**src/inc/lte_event_regs.svh**
```systemverilog
// register offsets, field positions, reset values of the timer event flags
// assumes: included by bare name from the event flag package and module
// Summary of operation
// - encoder up-to-down reversal sets flag bit 6
// - encoder down-to-up reversal sets flag bit 5
// - autoreload write completion sets flag bit 4
// - compare write completion sets flag bit 3
// - valid selected trigger edge sets flag bit 2
// - trigger ignored while running leaves flag alone
// - counter reaching autoreload sets flag bit 1
// - counter reaching compare sets flag bit 0
// - enable bit per flag gates its interrupt
`ifndef LTE_EVENT_REGS_SVH
`define LTE_EVENT_REGS_SVH

`define LTE_OFS_STATUS 12'h000
`define LTE_OFS_ENABLE 12'h008

`define LTE_NUM_FLAGS 7
`define LTE_BIT_DIR_DOWN 6
`define LTE_BIT_DIR_UP 5
`define LTE_BIT_ARR_DONE 4
`define LTE_BIT_CMP_DONE 3
`define LTE_BIT_TRIG 2
`define LTE_BIT_ARR_MATCH 1
`define LTE_BIT_CMP_MATCH 0

`define LTE_RST_STATUS 7'h00
`define LTE_RST_ENABLE 7'h00

`endif

```
**src/inc/lte_event_pkg.sv**
```systemverilog
// types shared by the timer event flag block
// assumes: lte_event_regs.svh is on the include path
`include "lte_event_regs.svh"

package lte_event_pkg;

	typedef logic [`LTE_NUM_FLAGS-1:0] lte_flags_type;

	// peripheral bus request, one access per setup/access pair
	typedef struct packed {
		logic sel;
		logic enable;
		logic write;
		logic [11:0] addr;
		logic [31:0] wdata;
	} lte_bus_req_type;

	// single-cycle events and levels from the counter core, same clock
	typedef struct packed {
		logic enc_mode;
		logic count_down;
		logic arr_wr_done;
		logic cmp_wr_done;
		logic trig_edge;
		logic timer_started;
	} lte_core_evt_type;

	typedef struct packed {
		lte_flags_type flags;
		lte_flags_type ien;
		logic dir_down;
		logic arr_eq;
		logic cmp_eq;
		logic irq;
		logic [31:0] rdata;
		logic ready;
		logic slverr;
	} lte_state_type;

endpackage

```
**src/verilog/lte_event_flags.sv**
```systemverilog
// event status flags, interrupt enables and interrupt request of the timer
// assumes: core events come from logic on clk_i; bus is APB-style, no waits
`timescale 1ns/100ps
`include "lte_event_regs.svh"

module lte_event_flags #(
	parameter int CNT_W = 16
) (
	input wire logic clk_i,
	input wire logic sys_rst_i,
	input wire lte_event_pkg::lte_bus_req_type bus_i,
	input wire lte_event_pkg::lte_core_evt_type core_i,
	input wire logic [CNT_W-1:0] counter_value_i,
	input wire logic [CNT_W-1:0] autoreload_i,
	input wire logic [CNT_W-1:0] compare_value_i,
	input wire lte_event_pkg::lte_flags_type flag_clear_i,
	output logic [31:0] prdata_o,
	output logic pready_o,
	output logic pslverr_o,
	output lte_event_pkg::lte_flags_type event_status_o,
	output lte_event_pkg::lte_flags_type event_enable_o,
	output logic irq_o
);

	lte_event_pkg::lte_state_type st_q;
	lte_event_pkg::lte_state_type st_d;

	function automatic logic is_offset(input logic [11:0] a,
		input logic [11:0] ofs);
		is_offset = (a[11:2] == ofs[11:2]);
	endfunction

	////////////////////////////////////////////////////////////////////////
	// next state

	logic setup_ph;
	logic wr_acc;
	logic arr_eq_now;
	logic cmp_eq_now;
	lte_event_pkg::lte_flags_type set_vec;

	always_comb begin
		setup_ph = bus_i.sel & ~bus_i.enable;
		wr_acc = bus_i.sel & bus_i.enable & bus_i.write & st_q.ready;
		arr_eq_now = (counter_value_i == autoreload_i);
		cmp_eq_now = (compare_value_i == counter_value_i);
		set_vec = '0;
		// direction is only meaningful while decoding an encoder
		set_vec[`LTE_BIT_DIR_DOWN] = core_i.enc_mode & core_i.count_down
			& ~st_q.dir_down;
		set_vec[`LTE_BIT_DIR_UP] = core_i.enc_mode & ~core_i.count_down
			& st_q.dir_down;
		set_vec[`LTE_BIT_ARR_DONE] = core_i.arr_wr_done;
		set_vec[`LTE_BIT_CMP_DONE] = core_i.cmp_wr_done;
		// an edge that arrives after start is dropped, not reported
		set_vec[`LTE_BIT_TRIG] = core_i.trig_edge
			& ~core_i.timer_started;
		// flag on the cycle equality appears, not while it persists
		set_vec[`LTE_BIT_ARR_MATCH] = arr_eq_now & ~st_q.arr_eq;
		set_vec[`LTE_BIT_CMP_MATCH] = cmp_eq_now & ~st_q.cmp_eq;

		st_d = st_q;
		st_d.dir_down = core_i.count_down;
		st_d.arr_eq = arr_eq_now;
		st_d.cmp_eq = cmp_eq_now;
		// sticky; a set in the clearing cycle wins over the clear
		st_d.flags = (st_q.flags & ~flag_clear_i) | set_vec;

		// reserved bits of the write are simply not stored
		if (wr_acc && is_offset(bus_i.addr, `LTE_OFS_ENABLE)) begin
			st_d.ien = bus_i.wdata[`LTE_NUM_FLAGS-1:0];
		end
		st_d.irq = |(st_d.flags & st_d.ien);

		// answer prepared in setup so the access phase needs no wait
		st_d.ready = setup_ph;
		st_d.slverr = 1'b0;
		st_d.rdata = 32'h00000000;
		if (setup_ph) begin
			if (is_offset(bus_i.addr, `LTE_OFS_STATUS)) begin
				if (!bus_i.write) begin
					st_d.rdata = {25'h0000000, st_q.flags};
				end
			end else if (is_offset(bus_i.addr, `LTE_OFS_ENABLE)) begin
				if (!bus_i.write) begin
					st_d.rdata = {25'h0000000, st_q.ien};
				end
			end else begin
				st_d.slverr = 1'b1;
			end
		end
	end

	////////////////////////////////////////////////////////////////////////
	// state register

	always_ff @(posedge clk_i) begin
		if (sys_rst_i) begin
			st_q.flags <= `LTE_RST_STATUS;
			st_q.ien <= `LTE_RST_ENABLE;
			st_q.dir_down <= 1'b0;
			st_q.arr_eq <= 1'b0;
			st_q.cmp_eq <= 1'b0;
			st_q.irq <= 1'b0;
			st_q.rdata <= 32'h00000000;
			st_q.ready <= 1'b0;
			st_q.slverr <= 1'b0;
		end else begin
			st_q <= st_d;
		end
	end

	always_comb begin
		prdata_o = st_q.rdata;
		pready_o = st_q.ready;
		pslverr_o = st_q.slverr;
		event_status_o = st_q.flags;
		event_enable_o = st_q.ien;
		irq_o = st_q.irq;
	end
endmodule
```
**config.mk**
```make
export PLATFORM = sky130hd
export DESIGN_NAME = lte_event_flags
export DESIGN_NICKNAME = d
export VERILOG_FILES = /design/src/inc/lte_event_pkg.sv /design/src/verilog/lte_event_flags.sv
export VERILOG_INCLUDE_DIRS = /design/src /design/src/inc
export SDC_FILE = /design/constraint.sdc
export NUM_CORES = 1
export LEC_CHECK = 0
export BUFFER_PORTS_ARGS = -buffer_cell sky130_fd_sc_hd__buf_2
export CAP_MARGIN = 30
export CORE_MARGIN = 1.5
export CORE_UTILIZATION = 37
export CTS_CLUSTER_DIAMETER = 120
export DETAILED_ROUTE_END_ITERATION = 8
export PLACE_DENSITY = 0.77
export SLEW_MARGIN = 20
export SYNTH_ARGS = -nofsm -noshare
export SYNTH_HDL_FRONTEND = slang
export SYNTH_SLANG_ARGS = --single-unit
```
**constraint.sdc**
```tcl
create_clock -name clk_i -period 1.8 [get_ports clk_i]
set_clock_uncertainty 0.15 [all_clocks]
set_input_delay 0.27 -clock clk_i [delete_from_list [all_inputs] [get_ports clk_i]]
set_output_delay 0.27 -clock clk_i [all_outputs]
set_load 0.005 [all_outputs]
```
==> metrics.md <==
| Metric | Value |
|---|---|
| Num CTS Buffers | `3` |
| Critical path capture point type | `register` |
| CTS tree | `built` |
| CTS Root Cell | `clkbuf_8` |
| Post-route insts no fill | `334` |
| Hold Vio Cnt, Final | `0` |
| Post-Synthesis Cells | `194` |
| Drt pass-1 iters | `7` |
| Hold Crit Endpoint | `pready_o` |
| Pre-CTS WS | `-0.166 ns` |
| Clk buf depth | `2` |
| Fillcell total | `415` |
| Failing checks | `design-rule violations` |
| Vias in the first global route | `1263` |
| Synth top area cells | `dfxtp_1, buf_4, xor2_1` |
| Post-synth top area cell | `dfxtp_1` |
| Mean post-synth cell area | `a little under 9 um2` |
| Htree depth | `1` |
| Total clock sinks | `27` |
| Final Core Density | `0.493` |
| Vias per cell | `4.35` |
| Synthesized area | `1740 um2` |
| WL/cell | `11.0 um` |
| Worst Hold Class | `in -> reg` |
| Flop2flop setup slack | `0.06 ns` |
| Core region area | `4440 um2` |
| Pin count of the biggest net entering global routing | `19` |
| Hold path cells | `2` |
| Critical Path AT | `approximately 1.8 ns` |
| Part of the Yosys area used for sequential elements | `0.311` |
| Die H | `a little over 70 um` |
| YS warnings | `0` |
| Fin area | `2190 um2` |
| DP Cell Count | `~330` |
| Synth unique cells | `32` |
| Worst IR Drop VDD | `roughly 270 uV` |
| Status | `complete, but fails checks` |
| Critical path class | `reg -> reg` |
| Initial antenna violation count | `0` |
| R2R cell count | `6` |
| Die Wd | `between 70 and 80 um` |
| Post-CTS Hold Buffers | `0` |
| Worst r2r src | `pready_o` |
| Port Buffers | `106` |
| Setup TNS | `0 ns` |
| Die ar. | `about 5100 um2` |
| Multi-input logic area | `approximately 940 um2` |
| Cell Pwr Density | `538 nW/um2` |
| Post-layout nets | `393` |
| P_leak | `1.13 nW` |
| Total GRT Usage | `0.132` |
| GP Congestion | `0.767` |
| Rows | `24` |
| Vias | `1454` |
| Detailed placement HPWL | `3.11 mm` |
| Grt ovf | `0` |
| Antenna cells | `0` |
| Fraction of layout cells with a size suffix above 1 | `0.454` |
| FF/Latch Area | `542 um2` |
| R2r endpoint | `irq_o` |
| # IOs | `159` |
| Dpl cell area | `2070 um2` |
| Hold path start | `bus_i[45]` |
| Starting Density | `0.391` |
| Routed Antenna Nets | `0` |
| First-pass GRT wire length | `5.32 mm` |
| Fin. max-slew vios | `0` |
| Layout area overhead | `26.1%` |
| Top cell type's share of synthesized area | `0.311` |
| Setup ws final | `0.0574 ns` |
| DRT iter0 DRCs | `68` |
| Clk_lat worst skew | `0.26 ns` |
| Critical Path Start Type | `register` |
| Final period util | `0.968` |
| Highest clock rate | `574 MHz` |
| Crit path required time | `around 1.8 ns` |
| CP max FO | `7` |
| Synthesis-stage register bit count | `27` |
| Max-Cap Viols | `0` |
| Drc violations | `10` |
| Minimum clock period | `1.74 ns` |
| Clock slew at reported path FFs | `0.09 ns` |
| DRT Wirelength | `roughly 3.7 mm` |
| Final setup vio count | `0` |
-- critical path: stages (launching register included) --
cell	delay, ns
dfxtp_2	0.33
and4_1	0.16
and4_4	0.37
buf_6	0.13
mux2_2	0.32
o21ai_1	0.07
a31oi_1	0.09
-- placed cells by master (no fill, tap or decap), types with 5 or more instances in the layout --
| cell type | instances |
|---|---|
| xor2_1 | 32 |
| dfxtp_1 | 26 |
| nor4_1 | 8 |
| a21oi_1 | 5 |
| nor2_1 | 21 |
| nor2b_1 | 7 |
| mux2i_1 | 7 |
| inv_1 | 7 |
| conb_1 | 25 |
| buf_2 | 106 |
-- state kept, by name, indices dropped and copies added, names as in the netlist --
name	cells
pslverr_o	1
prdata_o	7
pready_o	1
event_status_o	7
st_q	3
event_enable_o	7
irq_o	1
-- synthesized netlist by cell type --
cell type and number:
a21oi_1 6, a31oi_1 1, and2_1 1, and4_1 1, and4_4 1, buf_1 1, buf_2 1, buf_4 46
buf_6 1, buf_8 1, clkbuf_1 1, conb_1 1, dfxtp_1 27, inv_1 7, mux2_2 3, mux2i_1 11
nand2_1 2, nand3_1 1, nand4_1 2, nor2_1 21, nor2b_1 7, nor3_1 1, nor3b_1 1, nor4_1 8
nor4_4 1, nor4b_1 1, o21ai_0 1, o21ba_2 1, o22ai_1 3, o22ai_2 1, or3b_1 1, xor2_1 32
-- metrics by stage --
step | total power [mW] | hold slack, ns
after floorplan | 0.768 | 0.211
after global placement | 0.852 | 0.319
after detailed placement | 0.857 | 0.317
after CTS | 1.18 | 0.0319
after global routing | 1.23 | 0.0250
final | 1.18 | 0.0290
-- layer usage --
layer,track usage,part of all wire
met1,0.141,0.37
met2,0.261,0.53
met3,0.0211,0.094
met4,0.0440,0
met5,0,0
-- worst max path at each step --
stage               from  endpoint  slack (ns)
2_1_floorplan  bus_i[34]     irq_o        0.08
3_3_place_gp   bus_i[41]     irq_o       -0.12
3_5_place_dp   bus_i[34]     irq_o       -0.17
4_1_cts         pready_o     irq_o        0.03
5_1_grt         pready_o     irq_o      -0.006
6_report        pready_o     irq_o        0.06
-- kinds of logic (layout without fill, tap and decap cells) --
logic type             Yosys count  count (layout)  share of synthesized area
multiplexers                    14              14                     0.0829
buffers and inverters           58             122                      0.236
AO/OA/AOI/OAI                   13              13                     0.0476
flip-flops                      27              27                      0.311
XOR/XNOR                        32              32                      0.161
AND/OR/NAND/NOR                 49              49                      0.159
other                            1              25                    0.00216
-- power by group --
group / leakage [nW] / switching [mW] / internal [mW]
clock: 0.0228 / 0.172 / 0.158
sequential: 0.219 / 0.00515 / 0.606
combinational: 0.886 / 0.116 / 0.120
total: 1.13 / 0.293 / 0.884
-- layout make-up --
type | count | area share
Timing Repair Buffer | 111 | 0.261
Sequential cell | 27 | 0.247
Clock buffer | 4 | 0.0206
Multi-Input combinational cell | 133 | 0.429
Tap cell | 52 | 0.0297
Inverter | 7 | 0.0120
-- timing repair --
action	4_1_cts	5_1_grt
endpoints found under the setup margin	0	1
resized for setup	0	14
endpoints found under the hold margin	0	0
setup buffers	0	1
No activity file was read; power rests on OpenSTA's default activity.
